## src/adcas_pkg.sv

```systemverilog
// shared constants and types for the converter autoscan sequencer
package adcas_pkg;
    localparam int NUM_CH     = 8;
    localparam int RES_W      = 10;
    localparam int CH_W       = 3;
    // conv_control_reg bit positions
    localparam int PRE_HI_BIT = 7;
    localparam int PRE_LO_BIT = 6;
    localparam int DONE_BIT   = 4;
    localparam int START_BIT  = 3;
    localparam int CONT_BIT   = 2;
    localparam int RISE_BIT   = 1;
    localparam int FALL_BIT   = 0;
    localparam logic [7:0] CTRL_RST = 8'h00;
    localparam logic [7:0] MASK_RST = 8'h00;
    // sample is two bit periods, then ten bit periods
    localparam logic [3:0] SAMPLE_TICKS = 4'h2;
    localparam logic [3:0] CONV_TICKS   = 4'hC;
    localparam logic [RES_W-1:0] SAR_MSB = 10'h200;
    typedef enum logic [2:0] {
        ADCAS_IDLE  = 3'h0,
        ADCAS_SYNC  = 3'h1,
        ADCAS_CONV  = 3'h3,
        ADCAS_STORE = 3'h2,
        ADCAS_INIT  = 3'h6
    } adcas_state_e;
endpackage : adcas_pkg

```

## src/adcas_result_mem.sv

```systemverilog
// per-channel result buffer with registered read port
`timescale 1ns/1ps
`default_nettype none
module adcas_result_mem (
    input  wire logic                          clk_i,
    input  wire logic                          sys_rst_i,
    input  wire logic                          wr_en_i,
    input  wire logic [adcas_pkg::CH_W-1:0]    wr_ch_i,
    input  wire logic [adcas_pkg::RES_W-1:0]   wr_data_i,
    input  wire logic [adcas_pkg::CH_W-1:0]    rd_ch_i,
    output logic      [adcas_pkg::RES_W-1:0]   rd_data_o
);
    // contents are deliberately not reset
    logic [adcas_pkg::RES_W-1:0] mem_ff [adcas_pkg::NUM_CH];
    logic [adcas_pkg::RES_W-1:0] rd_ff;

    always_ff @(posedge clk_i) begin
        if (wr_en_i) begin
            mem_ff[wr_ch_i] <= wr_data_i;
        end
    end

    always_ff @(posedge clk_i) begin
        if (sys_rst_i) begin
            rd_ff <= '0;
        end else begin
            rd_ff <= mem_ff[rd_ch_i];
        end
    end

    assign rd_data_o = rd_ff;
endmodule // adcas_result_mem
`default_nettype wire

```

## src/adcas_sequencer.sv

```systemverilog
// autoscan sequencer: prescaler, channel walk, successive approximation, flags
`timescale 1ns/1ps
`default_nettype none
module adcas_sequencer (
    input  wire logic                          clk_i,
    input  wire logic                          sys_rst_i,
    input  wire logic                          ctrl_wr_i,
    input  wire logic [7:0]                    ctrl_wdata_i,
    output logic      [7:0]                    conv_control_reg_o,
    input  wire logic                          mask_wr_i,
    input  wire logic [7:0]                    mask_wdata_i,
    output logic      [7:0]                    scan_select_mask_o,
    input  wire logic                          pwr_down_i,
    input  wire logic                          ext_start_pin_i,
    input  wire logic                          cmp_i,
    output logic      [adcas_pkg::RES_W-1:0]   dac_code_o,
    output logic      [adcas_pkg::CH_W-1:0]    ch_sel_o,
    output logic                               sample_o,
    input  wire logic [adcas_pkg::CH_W-1:0]    rd_ch_i,
    output logic      [adcas_pkg::RES_W-1:0]   rd_data_o
);
    adcas_pkg::adcas_state_e state_ff, nxt_state;
    logic [1:0]                  pre_sel_ff, nxt_pre_sel;
    logic                        done_ff, nxt_done;
    logic                        start_ff, nxt_start;
    logic                        pend_ff, nxt_pend;
    logic                        cont_ff, nxt_cont;
    logic                        rise_en_ff, nxt_rise_en;
    logic                        fall_en_ff, nxt_fall_en;
    logic [7:0]                  mask_ff, nxt_mask;
    logic [7:0]                  act_ff, nxt_act;
    logic [adcas_pkg::CH_W-1:0]  ch_ff, nxt_ch;
    logic [1:0]                  pre_cnt_ff, nxt_pre_cnt;
    logic [3:0]                  bit_cnt_ff, nxt_bit_cnt;
    logic [2:0]                  init_cnt_ff, nxt_init_cnt;
    logic [adcas_pkg::RES_W-1:0] sar_ff, nxt_sar;
    logic                        pin_s1_ff, pin_s2_ff, pin_s3_ff, pin_lvl_ff;
    logic                        tick, ext_edge, store_en, last_ch, go, lo_any, hi_any;
    logic [adcas_pkg::CH_W-1:0]  hi_ch, lo_ch;
    logic [3:0]                  bit_idx;
    // lowest set bit at or above a position
    function automatic logic [adcas_pkg::CH_W:0] find_from(input logic [7:0] m,
                                                           input logic [3:0] from);
        logic [adcas_pkg::CH_W:0] r = '0;
        for (int i = adcas_pkg::NUM_CH - 1; i >= 0; i--) begin
            if (m[i] && (4'(i) >= from)) begin
                r = {1'b1, 3'(i)};
            end
        end
        return r;
    endfunction
    // first flop feeds only the second; a level counts once stages two and three agree
    always_ff @(posedge clk_i) begin
        if (sys_rst_i) begin
            pin_s1_ff  <= 1'b0;
            pin_s2_ff  <= 1'b0;
            pin_s3_ff  <= 1'b0;
            pin_lvl_ff <= 1'b0;
        end else begin
            pin_s1_ff  <= ext_start_pin_i;
            pin_s2_ff  <= pin_s1_ff;
            pin_s3_ff  <= pin_s2_ff;
            pin_lvl_ff <= (pin_s2_ff == pin_s3_ff) ? pin_s3_ff : pin_lvl_ff;
        end
    end
    assign ext_edge = (pin_s2_ff == pin_s3_ff) &&
                      ((rise_en_ff && pin_s3_ff && !pin_lvl_ff) ||
                       (fall_en_ff && !pin_s3_ff && pin_lvl_ff));
    // bit period is half the divisor, so the tick compares against the code itself
    assign tick     = (pre_cnt_ff == pre_sel_ff);
    assign bit_idx  = adcas_pkg::CONV_TICKS - 4'h1 - bit_cnt_ff;
    assign {lo_any, lo_ch} = find_from(mask_ff, 4'h0);
    assign {hi_any, hi_ch} = find_from(act_ff, 4'({1'b0, ch_ff}) + 4'h1);
    assign last_ch  = !hi_any;
    assign store_en = (state_ff == adcas_pkg::ADCAS_STORE);
    always_comb begin
        nxt_state    = state_ff;
        nxt_pre_sel  = pre_sel_ff;
        nxt_done     = done_ff;
        nxt_start    = start_ff;
        nxt_pend     = pend_ff;
        nxt_cont     = cont_ff;
        nxt_rise_en  = rise_en_ff;
        nxt_fall_en  = fall_en_ff;
        nxt_mask     = mask_wr_i ? mask_wdata_i : mask_ff;
        nxt_act      = act_ff;
        nxt_ch       = ch_ff;
        nxt_bit_cnt  = bit_cnt_ff;
        nxt_init_cnt = init_cnt_ff;
        nxt_sar      = sar_ff;
        nxt_pre_cnt  = tick ? 2'h0 : pre_cnt_ff + 2'h1; // free running gives start jitter
        go           = 1'b0;
        if (ctrl_wr_i) begin
            nxt_pre_sel = ctrl_wdata_i[adcas_pkg::PRE_HI_BIT:adcas_pkg::PRE_LO_BIT];
            nxt_cont    = ctrl_wdata_i[adcas_pkg::CONT_BIT];
            nxt_rise_en = ctrl_wdata_i[adcas_pkg::RISE_BIT];
            nxt_fall_en = ctrl_wdata_i[adcas_pkg::FALL_BIT];
            nxt_done    = done_ff && ctrl_wdata_i[adcas_pkg::DONE_BIT]; // clear only
        end
        case (state_ff)
            adcas_pkg::ADCAS_SYNC: begin
                if (tick) begin
                    nxt_state   = adcas_pkg::ADCAS_CONV;
                    nxt_bit_cnt = 4'h0;
                end
            end
            adcas_pkg::ADCAS_CONV: begin
                if (tick) begin
                    nxt_bit_cnt = bit_cnt_ff + 4'h1;
                    if (bit_cnt_ff == adcas_pkg::SAMPLE_TICKS - 4'h1) begin
                        nxt_sar = adcas_pkg::SAR_MSB;
                    end else if (bit_cnt_ff >= adcas_pkg::SAMPLE_TICKS) begin
                        nxt_sar[bit_idx] = cmp_i;
                        if (bit_idx != 4'h0) begin
                            nxt_sar[bit_idx - 4'h1] = 1'b1;
                        end
                    end
                    if (bit_cnt_ff == adcas_pkg::CONV_TICKS - 4'h1) begin
                        nxt_state = adcas_pkg::ADCAS_STORE;
                    end
                end
            end
            adcas_pkg::ADCAS_STORE: begin
                nxt_init_cnt = 3'h1;
                nxt_state    = adcas_pkg::ADCAS_INIT;
                nxt_ch       = hi_ch;
                if (last_ch) begin
                    nxt_done = 1'b1; // set wins over a same-cycle clear
                    if (cont_ff && mask_ff != 8'h00) begin
                        nxt_act = mask_ff;
                        nxt_ch  = lo_ch;
                    end else begin
                        nxt_start = 1'b0;
                        nxt_state = adcas_pkg::ADCAS_IDLE;
                    end
                end
            end
            adcas_pkg::ADCAS_INIT: begin
                nxt_init_cnt = init_cnt_ff + 3'h1;
                if (init_cnt_ff == {pre_sel_ff, 1'b1}) begin // divisor minus one cycles
                    nxt_state   = adcas_pkg::ADCAS_CONV;
                    nxt_bit_cnt = 4'h0;
                    nxt_pre_cnt = 2'h0;
                end
            end
            default: begin
                nxt_state = adcas_pkg::ADCAS_IDLE;
            end
        endcase
        if (ctrl_wr_i && ctrl_wdata_i[adcas_pkg::START_BIT]) begin
            if (done_ff) begin
                nxt_pend = !start_ff; // held behind done flag
            end else if (!start_ff && mask_ff != 8'h00) begin
                go = 1'b1;
            end
        end else if (ctrl_wr_i) begin
            nxt_start = 1'b0; // abort
            nxt_pend  = 1'b0;
            nxt_state = adcas_pkg::ADCAS_IDLE;
        end
        if (ext_edge && !done_ff && !start_ff && mask_ff != 8'h00) begin
            go = 1'b1;
        end
        if (pend_ff && !done_ff && !start_ff) begin
            nxt_pend = 1'b0;
            go       = lo_any; // empty mask drops the held start
        end
        if (go) begin
            nxt_start = 1'b1;
            nxt_act   = mask_ff;
            nxt_ch    = lo_ch;
            nxt_state = adcas_pkg::ADCAS_SYNC;
        end
        if (pwr_down_i) begin
            nxt_start   = 1'b0; // done flag and results kept
            nxt_pend    = 1'b0;
            nxt_state   = adcas_pkg::ADCAS_IDLE;
            nxt_pre_cnt = pre_cnt_ff; // divider halted
        end
    end
    always_ff @(posedge clk_i) begin
        if (sys_rst_i) begin
            state_ff    <= adcas_pkg::ADCAS_IDLE;
            pre_sel_ff  <= adcas_pkg::CTRL_RST[adcas_pkg::PRE_HI_BIT:adcas_pkg::PRE_LO_BIT];
            done_ff     <= adcas_pkg::CTRL_RST[adcas_pkg::DONE_BIT];
            start_ff    <= adcas_pkg::CTRL_RST[adcas_pkg::START_BIT];
            pend_ff     <= 1'b0;
            cont_ff     <= adcas_pkg::CTRL_RST[adcas_pkg::CONT_BIT];
            rise_en_ff  <= adcas_pkg::CTRL_RST[adcas_pkg::RISE_BIT];
            fall_en_ff  <= adcas_pkg::CTRL_RST[adcas_pkg::FALL_BIT];
            mask_ff     <= adcas_pkg::MASK_RST;
            act_ff      <= adcas_pkg::MASK_RST;
            ch_ff       <= '0;
            pre_cnt_ff  <= 2'h0;
            bit_cnt_ff  <= 4'h0;
            init_cnt_ff <= 3'h0;
            sar_ff      <= '0;
        end else begin
            state_ff    <= nxt_state;
            pre_sel_ff  <= nxt_pre_sel;
            done_ff     <= nxt_done;
            start_ff    <= nxt_start;
            pend_ff     <= nxt_pend;
            cont_ff     <= nxt_cont;
            rise_en_ff  <= nxt_rise_en;
            fall_en_ff  <= nxt_fall_en;
            mask_ff     <= nxt_mask;
            act_ff      <= nxt_act;
            ch_ff       <= nxt_ch;
            pre_cnt_ff  <= nxt_pre_cnt;
            bit_cnt_ff  <= nxt_bit_cnt;
            init_cnt_ff <= nxt_init_cnt;
            sar_ff      <= nxt_sar;
        end
    end
    // start bit shows the effective state, never the held request
    assign conv_control_reg_o = {pre_sel_ff, 1'b0, done_ff, start_ff, cont_ff,
                                 rise_en_ff, fall_en_ff};
    assign scan_select_mask_o = mask_ff;
    assign dac_code_o         = sar_ff;
    assign ch_sel_o           = ch_ff;
    assign sample_o           = (state_ff == adcas_pkg::ADCAS_CONV) &&
                                (bit_cnt_ff < adcas_pkg::SAMPLE_TICKS);
    adcas_result_mem u_mem (
        .clk_i     (clk_i),
        .sys_rst_i (sys_rst_i),
        .wr_en_i   (store_en),
        .wr_ch_i   (ch_ff),
        .wr_data_i (sar_ff),
        .rd_ch_i   (rd_ch_i),
        .rd_data_o (rd_data_o)
    );
    // helper: cycles since the first cycle of a conversion; m_val is the divisor
    adcas_pkg::adcas_state_e prev_state_ff;
    logic [5:0] gap_ff;
    logic [5:0] m_val;
    assign m_val = {3'h0, pre_sel_ff, 1'b0} + 6'h2;
    always_ff @(posedge clk_i) begin
        if (sys_rst_i) begin
            prev_state_ff <= adcas_pkg::ADCAS_IDLE;
            gap_ff        <= 6'h0;
        end else begin
            prev_state_ff <= state_ff;
            if (state_ff == adcas_pkg::ADCAS_CONV && prev_state_ff != adcas_pkg::ADCAS_CONV) begin
                gap_ff <= 6'h1;
            end else if (gap_ff != 6'h3F) begin
                gap_ff <= gap_ff + 6'h1;
            end
        end
    end
    a_conv_length: assert property (@(posedge clk_i) disable iff (sys_rst_i)
        (state_ff == adcas_pkg::ADCAS_STORE) |-> (gap_ff == m_val * 6'h6))
        else $error("conversion length wrong");
    a_loop_spacing: assert property (@(posedge clk_i) disable iff (sys_rst_i)
        (state_ff == adcas_pkg::ADCAS_CONV && prev_state_ff == adcas_pkg::ADCAS_INIT)
        |-> (gap_ff == m_val * 6'h7))
        else $error("conversion spacing wrong");
    a_done_set: assert property (@(posedge clk_i) disable iff (sys_rst_i)
        (store_en && last_ch) |=> done_ff) else $error("done flag not set at loop end");
    a_start_inhibit: assert property (@(posedge clk_i) disable iff (sys_rst_i)
        (done_ff && !start_ff) ##1 done_ff |-> !start_ff) else $error("start taken while done set");
    a_single_stop: assert property (@(posedge clk_i) disable iff (sys_rst_i)
        (store_en && last_ch && !cont_ff && !ctrl_wr_i && !ext_edge && !pend_ff)
        |=> (!start_ff && state_ff == adcas_pkg::ADCAS_IDLE))
        else $error("single pass did not stop");
    a_cont_keep: assert property (@(posedge clk_i) disable iff (sys_rst_i)
        (store_en && last_ch && cont_ff && mask_ff != 8'h00 && !ctrl_wr_i && !pwr_down_i)
        |=> (start_ff && ch_ff == $past(lo_ch)))
        else $error("continuous loop did not restart");
    a_pwrdn_abort: assert property (@(posedge clk_i) disable iff (sys_rst_i)
        pwr_down_i |=> (!start_ff && state_ff == adcas_pkg::ADCAS_IDLE && done_ff == $past(done_ff)))
        else $error("power down did not abort");
    a_zero_mask: assert property (@(posedge clk_i) disable iff (sys_rst_i)
        (mask_ff == 8'h00 && !start_ff) |=> !start_ff) else $error("start with empty mask");
    a_pend_read: assert property (@(posedge clk_i) disable iff (sys_rst_i)
        (pend_ff && done_ff) |-> !conv_control_reg_o[adcas_pkg::START_BIT])
        else $error("pending start visible");
endmodule // adcas_sequencer
`default_nettype wire

```

## config.mk

```make
export PLATFORM = sky130hd
export DESIGN_NAME = adcas_sequencer
export DESIGN_NICKNAME = d
export VERILOG_FILES = /design/src/adcas_pkg.sv /design/src/adcas_result_mem.sv /design/src/adcas_sequencer.sv
export SDC_FILE = /design/constraint.sdc
export NUM_CORES = 1
export LEC_CHECK = 0
export ABC_AREA = 1
export BUFFER_PORTS_ARGS = -buffer_cell sky130_fd_sc_hd__buf_2
export CORE_MARGIN = 4
export CORE_UTILIZATION = 30
export DETAILED_ROUTE_END_ITERATION = 16
export GPL_TIMING_DRIVEN = 0
export PLACE_DENSITY = 0.57
export SYNTH_ARGS = -nofsm -noshare
export SYNTH_HDL_FRONTEND = slang
export SYNTH_HIERARCHICAL = 1
export SYNTH_SLANG_ARGS = --single-unit
export TNS_END_PERCENT = 20
```

## constraint.sdc

```tcl
create_clock -name clk_i -period 5.7 [get_ports clk_i]
set_clock_uncertainty 0.15 [all_clocks]
set_input_delay 0.57 -clock clk_i [delete_from_list [all_inputs] [get_ports clk_i]]
set_output_delay 0.57 -clock clk_i [all_outputs]
set_load 0.005 [all_outputs]
```

# ---- After elaboration in Yosys (flattened, before gate mapping)
# Memory sizes are Yosys's and may differ from the RTL's. A register that Yosys moved wholly into a read port is not among the register bits.
# Cells that the tools add are included.
dict set report totals {
  reg_bits 53
  ram_bits 80
  inputBits 26
  output_inout_bits 40
  memories 1
}
# name words width read_ports rd_clocked_by_memory_dff write_ports line
set mem_list {}
lappend mem_list {u_mem.mem_ff 8 10 1 1 1 adcas_result_mem.sv:14} ;# logic [adcas_pkg::RES_W-1:0] mem_ff [adcas_pkg::NUM_CH];
dict set report op_classes {
  addsub 6
  magnitude_cmp 14
  eq_ne 14
  mux 69
  bitwise 1
  n_reduce_logical 45
}
# operator count
set op_table {}
lappend op_table {{4-bit two-way mux} 19}
lappend op_table {{3-bit two-way mux} 12}
lappend op_table {{8-bit two-way mux} 4}
lappend op_table {{10-bit two-way mux} 3}
lappend op_table {{1-bit logical AND} 25}
lappend op_table {{1-bit two-way mux} 22}
lappend op_table {{3-bit by 4-bit >= comparator with 1-bit output, first input constant} 4}
lappend op_table {{3-bit case mux with 4 select lines} 1}
lappend op_table {{4-bit case mux with 3 select lines} 1}
lappend op_table {{10-bit bitwise mux} 1}
lappend op_table {{4-bit by 5-bit < comparator with 1-bit output, second input constant} 2}
lappend op_table {{2-bit != test, second input constant} 5}
lappend op_table {{10-bit OR} 1}
lappend op_table {{2-bit nonzero test} 5}
lappend op_table {{1-bit demux with 4-bit select} 2}
lappend op_table {{1-bit by 4-bit >= comparator with 1-bit output, first input constant} 2}
lappend op_table {{2-bit by 4-bit >= comparator with 1-bit output, first input constant} 2}
lappend op_table {{4-bit by 1-bit >= comparator with 1-bit output, second input constant} 2}
lappend op_table {{8-bit nonzero test} 1}
lappend op_table {{3-bit by 2-bit == test with 1-bit output, second input constant} 2}
lappend op_table {{2-bit two-way mux} 3}
lappend op_table {{3-bit case mux with 2 select lines} 1}
lappend op_table {{3-bit AND reduction} 2}
lappend op_table {{3-bit OR reduction} 2}
lappend op_table {{other kinds (22)} 25}

# ---- Logic depth before layout (Yosys ltp)
dict set report logic_depth {
  depth_word 16
  mapped_depth 17
}

# ---- Hierarchy
# Netlist, hierarchy kept.
# module instances cells_per_inst area_each_um2
set modules_own_cells {}
lappend modules_own_cells {adcas_result_mem 1 375 3809.9}
lappend modules_own_cells {adcas_sequencer 1 420 2904.0}

# ---- Worst setup path after synthesis
# Ideal clock, no wire load.
dict set report synth_timing {
  path_kind {register to register}
  from {reg ch_ff, in the netlist ch_sel_o[0]}
  to {reg ch_ff, in the netlist ch_sel_o[2]}
  t_arrival_ns 1.831
  required_time_ns 5.483
  slack_ns 3.652
  path_stages_with_launch 13
  path_cell_list {dfxtp_1 -> inv_1 -> ha_1 -> nand2_1 -> inv_1 -> nand3_2 -> nand2_1 -> nor2_2 -> nand3_2 -> o21ai_4 -> buf_6 -> nand3b_4 -> a21oi_2}
}
dict set report synth_via {
  elab_chain_len 15
  word_cells_on_any_way 29
  classes_between {1 x add/sub; 8 x order compare; 12 x mux; 8 x reduce/logical}
}
# element line
set synth_rtl {}
lappend synth_rtl {{start: declaration} adcas_sequencer.sv:32} ;# logic [adcas_pkg::CH_W-1:0] ch_ff, nxt_ch;
lappend synth_rtl {{start signal: assignment} adcas_sequencer.sv:209} ;# ch_ff <= nxt_ch;
lappend synth_rtl {{3-bit by 1-bit adder with 4-bit output (*)} adcas_sequencer.sv:73} ;# assign {hi_any, hi_ch} = find_from(act_ff, 4'({1'b0, ch_ff}) + 4'h1);
lappend synth_rtl {{3-bit by 4-bit >= comparator with 1-bit output} adcas_sequencer.sv:46} ;# if (m[i] && (4'(i) >= from)) begin
lappend synth_rtl {{1-bit logical AND} adcas_sequencer.sv:46}
lappend synth_rtl {{4-bit two-way mux (7 in a row)} adcas_sequencer.sv:46}
lappend synth_rtl {{4-bit two-way mux (*)} adcas_sequencer.sv:46}
lappend synth_rtl {{3-bit two-way mux} adcas_sequencer.sv:129} ;# if (cont_ff && mask_ff != 8'h00) begin
lappend synth_rtl {{3-bit two-way mux (*)} adcas_sequencer.sv:127} ;# if (last_ch) begin
lappend synth_rtl {{3-bit two-way mux (*)} adcas_sequencer.sv:100} ;# case (state_ff)
lappend synth_rtl {{3-bit two-way mux (*)} adcas_sequencer.sv:168} ;# if (go) begin
# Every way passes the cells marked *; elsewhere a longest branch is shown, timed or not. The select of a mux whose other input is x is not followed.
# A chain may end at the register's enable or synchronous reset.

# ---- Worst setup path after layout
dict set report layout_timing {
  from {reg state_ff[1]}
  to {mem u_mem/mem_ff[7][8] (netlist name), enable pin}
}
dict set report layout_via {
  elab_chain_len 3
}
# element line
set layout_rtl {}
lappend layout_rtl {{start: declaration} adcas_sequencer.sv:22} ;# adcas_pkg::adcas_state_e state_ff, nxt_state;
lappend layout_rtl {{start signal: assignment} adcas_sequencer.sv:183} ;# state_ff <= adcas_pkg::ADCAS_IDLE;
lappend layout_rtl {{start signal: assignment} adcas_sequencer.sv:199} ;# state_ff <= nxt_state;
lappend layout_rtl {{3-bit by 2-bit == test with 1-bit output} adcas_sequencer.sv:75} ;# assign store_en = (state_ff == adcas_pkg::ADCAS_STORE);
lappend layout_rtl {{via store_en} adcas_sequencer.sv:38} ;# logic tick, ext_edge, store_en, last_ch, go, lo_any, hi_any;
lappend layout_rtl {{1-bit two-way mux} adcas_result_mem.sv:18} ;# if (wr_en_i) begin
lappend layout_rtl {{1-bit two-way mux (implied by the code)} adcas_result_mem.sv:19} ;# mem_ff[wr_ch_i] <= wr_data_i;
lappend layout_rtl {{end: declaration} adcas_result_mem.sv:14}
# The timed path passes the listed nets, and every way through them passes these cells.

==> flow_summary.toml <==
[run_status]
outcome = "finished, final reports clean"

[detailed_routing]
route.detailed.drc = 0
vias_per_cell = 4.40
routed-via-count = 5129
first_pass_iters = 4
wl_per_cell_um = 13.1
ant_nets = 0
wl_mm = 15.3
initialDrtViolationCount = 273

[worst_hold_path]
whs_endpoint = "pin_s1_ff"
hold_start = "ext_start_pin_i"
whs_path_depth = 3
hp-class = "in2reg"

[floorplan]
fp.dieArea_mm2 = 0.0248
io_pins = 66
die_x_um = 158
fp-row-count = 54
core-area_mm2 = 0.0219
die_h_um = 158
initial_utilization = 0.307

[sta]
slew_violations = 0
slew_headroom = 0.345
setup_viol = 0
worst_pin_slew_ns = 0.979
grt_setup_unrepaired = "no"
hold_viol_final = 0
tns_ns = 0
min_period_over_period = 0.437
fmax_mhz = 401
min_period_ns = 2.49

[synthesis]
synth_top_family_by_area = "simple AND/OR/NAND/NOR gates"
yosys.area_share.simple = 0.233
async_flop_share = 0
synth_compound_area_frac = 0.0807
syn_area_mm2 = 0.00671
synth_flop_cell = "edfxtp_1"
synthMuxAreaShare = 0.00895
yosysSeqAreaShare = 0.546
yosysTopAreaCellShare = 0.358
ys_ff_latch = 143
synth_xor_area_frac = 0.00522
synth_top_area_cell = "edfxtp_1"
syn_avg_cell_area_um2 = 8.45
synth_edf_count = 80
synthCells = 795
syn-num-nets = 833
synth.area.top_cells = "edfxtp_1, dfxtp_1, nand2_1, inv_1, nand3_1"
yosysWarningCount = 6
synth_fa_ha_area_frac = 0.0224
ys_types = 42

[setup_path]
rr_endpoint = "u_mem/mem_ff[7][8]"
r2r_start = "state_ff[1]"
end_kind = "flop"
cp.required_ns = 5.59
rrSetupSlack_ns = 3.21
arrival_ns = 2.38
reg2reg_depth = 6
crit_path_max_fanout = 10
critPathLaunchType = "flop"
path_class = "reg2reg"

[final_layout]
final_layout_size_suffix_gt1_frac = 0.159
nNetsFinal = 912
diodes = 0
final_area_mm2 = 0.00794
syn2layout_area_growth_pct = 18.2

[power]
power.leakage_nw = 3.58
p_per_area_mw_per_mm2 = 296
peakVddDrop_mv = 0.194

[cts]
cts.sinks = 143
cts_buffer_depth = 2
cts_setup_buffers = 0
cts-buffers-inserted = 17
cts.htree.levels = 4
holdBufCountCts = 0
insertion_delay_ns = 0.42
root_buffer = "clkbuf_16"
clk_pin_slew_ns = 0.06
cts_tree = "yes"
cts-resized-gates = 0

[placed_design]
gp_congestion = 0.804
placed_cell_area_mm2 = 0.00736
io_buffers = 60
dpl.hpwl_mm = 10.8

[grt]
grt_pass1_wl_mm = 25.1
antenna_found_initial = 0
grt_pass1_vias = 4982
grt_usage = 0.129
overflow = 0
grt_start_max_net_pins = 17

[job]
drv_cap = 0
[registers in the layout, summed over array words and instances (netlist names), 2 cells and up]
signal / cells
u_mem/mem_ff: 80
dac_code_o: 10
u_mem/rd_data_o: 10
act_ff: 8
scan_select_mask_o: 8
bit_cnt_ff: 4
ch_sel_o: 3
init_cnt_ff: 3
state_ff: 3
pre_cnt_ff: 2
pre_sel_ff: 2
[cell type report]
cell class,count,area (µm²)
tap,280,350
fill,2317,14000
buffer,30,190
multi-input combinational,488,2350
clock buffer,20,478
inverter,134,505
sequential,143,3660
clock inverter,12,93.8
timing repair buffer,60,300
[cell usage in the layout, fill, tap and decap left out, types with 4 or more instances in the layout]
cell         n
nand2_1    196
inv_1      128
edfxtp_1    80
nor2_1      78
buf_2       68
nand3_1     67
dfxtp_1     63
o21ai_0     39
a21oi_1     33
clkbuf_16   18
nand2_2     13
ha_1        12
clkbuf_1    10
o21ai_1      6
buf_6        6
mux2i_1      6
buf_4        6
nor3_1       5
inv_6        5
xnor2_1      4
[critical path, stage by stage, from the launching register on]
cell and delay, ns:
dfxtp_1 0.34, inv_2 0.05, nor2_1 0.19, inv_2 0.09
nor2_2 0.28, nand2_1 0.22, nor2_1 0.79
[worst max-delay path by stage]
stage,from,endpoint
after floorplan,ch_sel_o[0],ch_sel_o[2]
after global placement,state_ff[1],u_mem/mem_ff[1][1]
after detailed placement,state_ff[1],u_mem/mem_ff[1][4]
after CTS,state_ff[1],u_mem/mem_ff[1][1]
after global routing,state_ff[1],u_mem/mem_ff[1][4]
final,state_ff[1],u_mem/mem_ff[7][8]
[cell usage after synthesis, types with 2 or more instances]
library cell  instances
nor2_2                2
mux2i_1               6
nand2_2              13
inv_2                 3
buf_2                 8
inv_1               128
edfxtp_1             80
a211oi_1              2
o211ai_1              2
dfxtp_1              63
o22ai_1               2
buf_4                 6
a21oi_2               3
nand3_2               3
o21ai_1               6
xnor2_1               4
clkbuf_1             10
clkinv_1              2
nor3_1                5
o21ai_0              39
buf_6                 6
ha_1                 12
nand2_1             196
nor2_1               78
a21oi_1              33
nand3_1              67
[metrics by stage]
| stage | std cells | setup slack [ns] | power, mW | hold WS [ns] | util |
|---|---|---|---|---|---|
| 6_report | 1167 | 3.21 | 2.35 | 0.213 | 0.363 |
| 5_1_grt | 1167 | 3.01 | 2.46 | 0.199 | 0.363 |
| 4_1_cts | 1167 | 3.17 | 2.38 | 0.187 | 0.363 |
| 3_5_place_dp | 1135 | 3.18 | 1.31 | 0.246 | 0.336 |
| 3_3_place_gp | 1135 | 3.21 | 1.31 | 0.243 | 0.336 |
| 2_1_floorplan | 795 | 3.65 | 1.25 | 0.238 | - |
[layer usage]
| metal | GRT usage | up-vias | wire (µm) |
|---|---|---|---|
| li1 | - | 2698 | - |
| met1 | 0.170 | 2308 | 7380 |
| met2 | 0.208 | 106 | 7000 |
| met3 | 0.0298 | 17 | 727 |
| met4 | 0.0442 | 0 | 231 |
| met5 | 0 | - | 0 |
[power breakdown]
| part | total [mW] | switching [mW] | internal (mW) |
|---|---|---|---|
| Clock | 1.06 | 0.448 | 0.614 |
| Sequential | 1.12 | 0.0169 | 1.10 |
| Combinational | 0.171 | 0.105 | 0.0666 |
[cells by family (layout without fill, tap and decap cells)]
| group | Yosys count | count (layout) |
|---|---|---|
| other cells | 1 | 1 |
| compound gates | 96 | 96 |
| buf+inv | 164 | 256 |
| simple gates | 369 | 369 |
| flops | 143 | 143 |
| mux | 6 | 6 |
| fa+ha+maj | 12 | 12 |
| xor+xnor | 4 | 4 |
No activity file was read; power rests on OpenSTA's default activity.
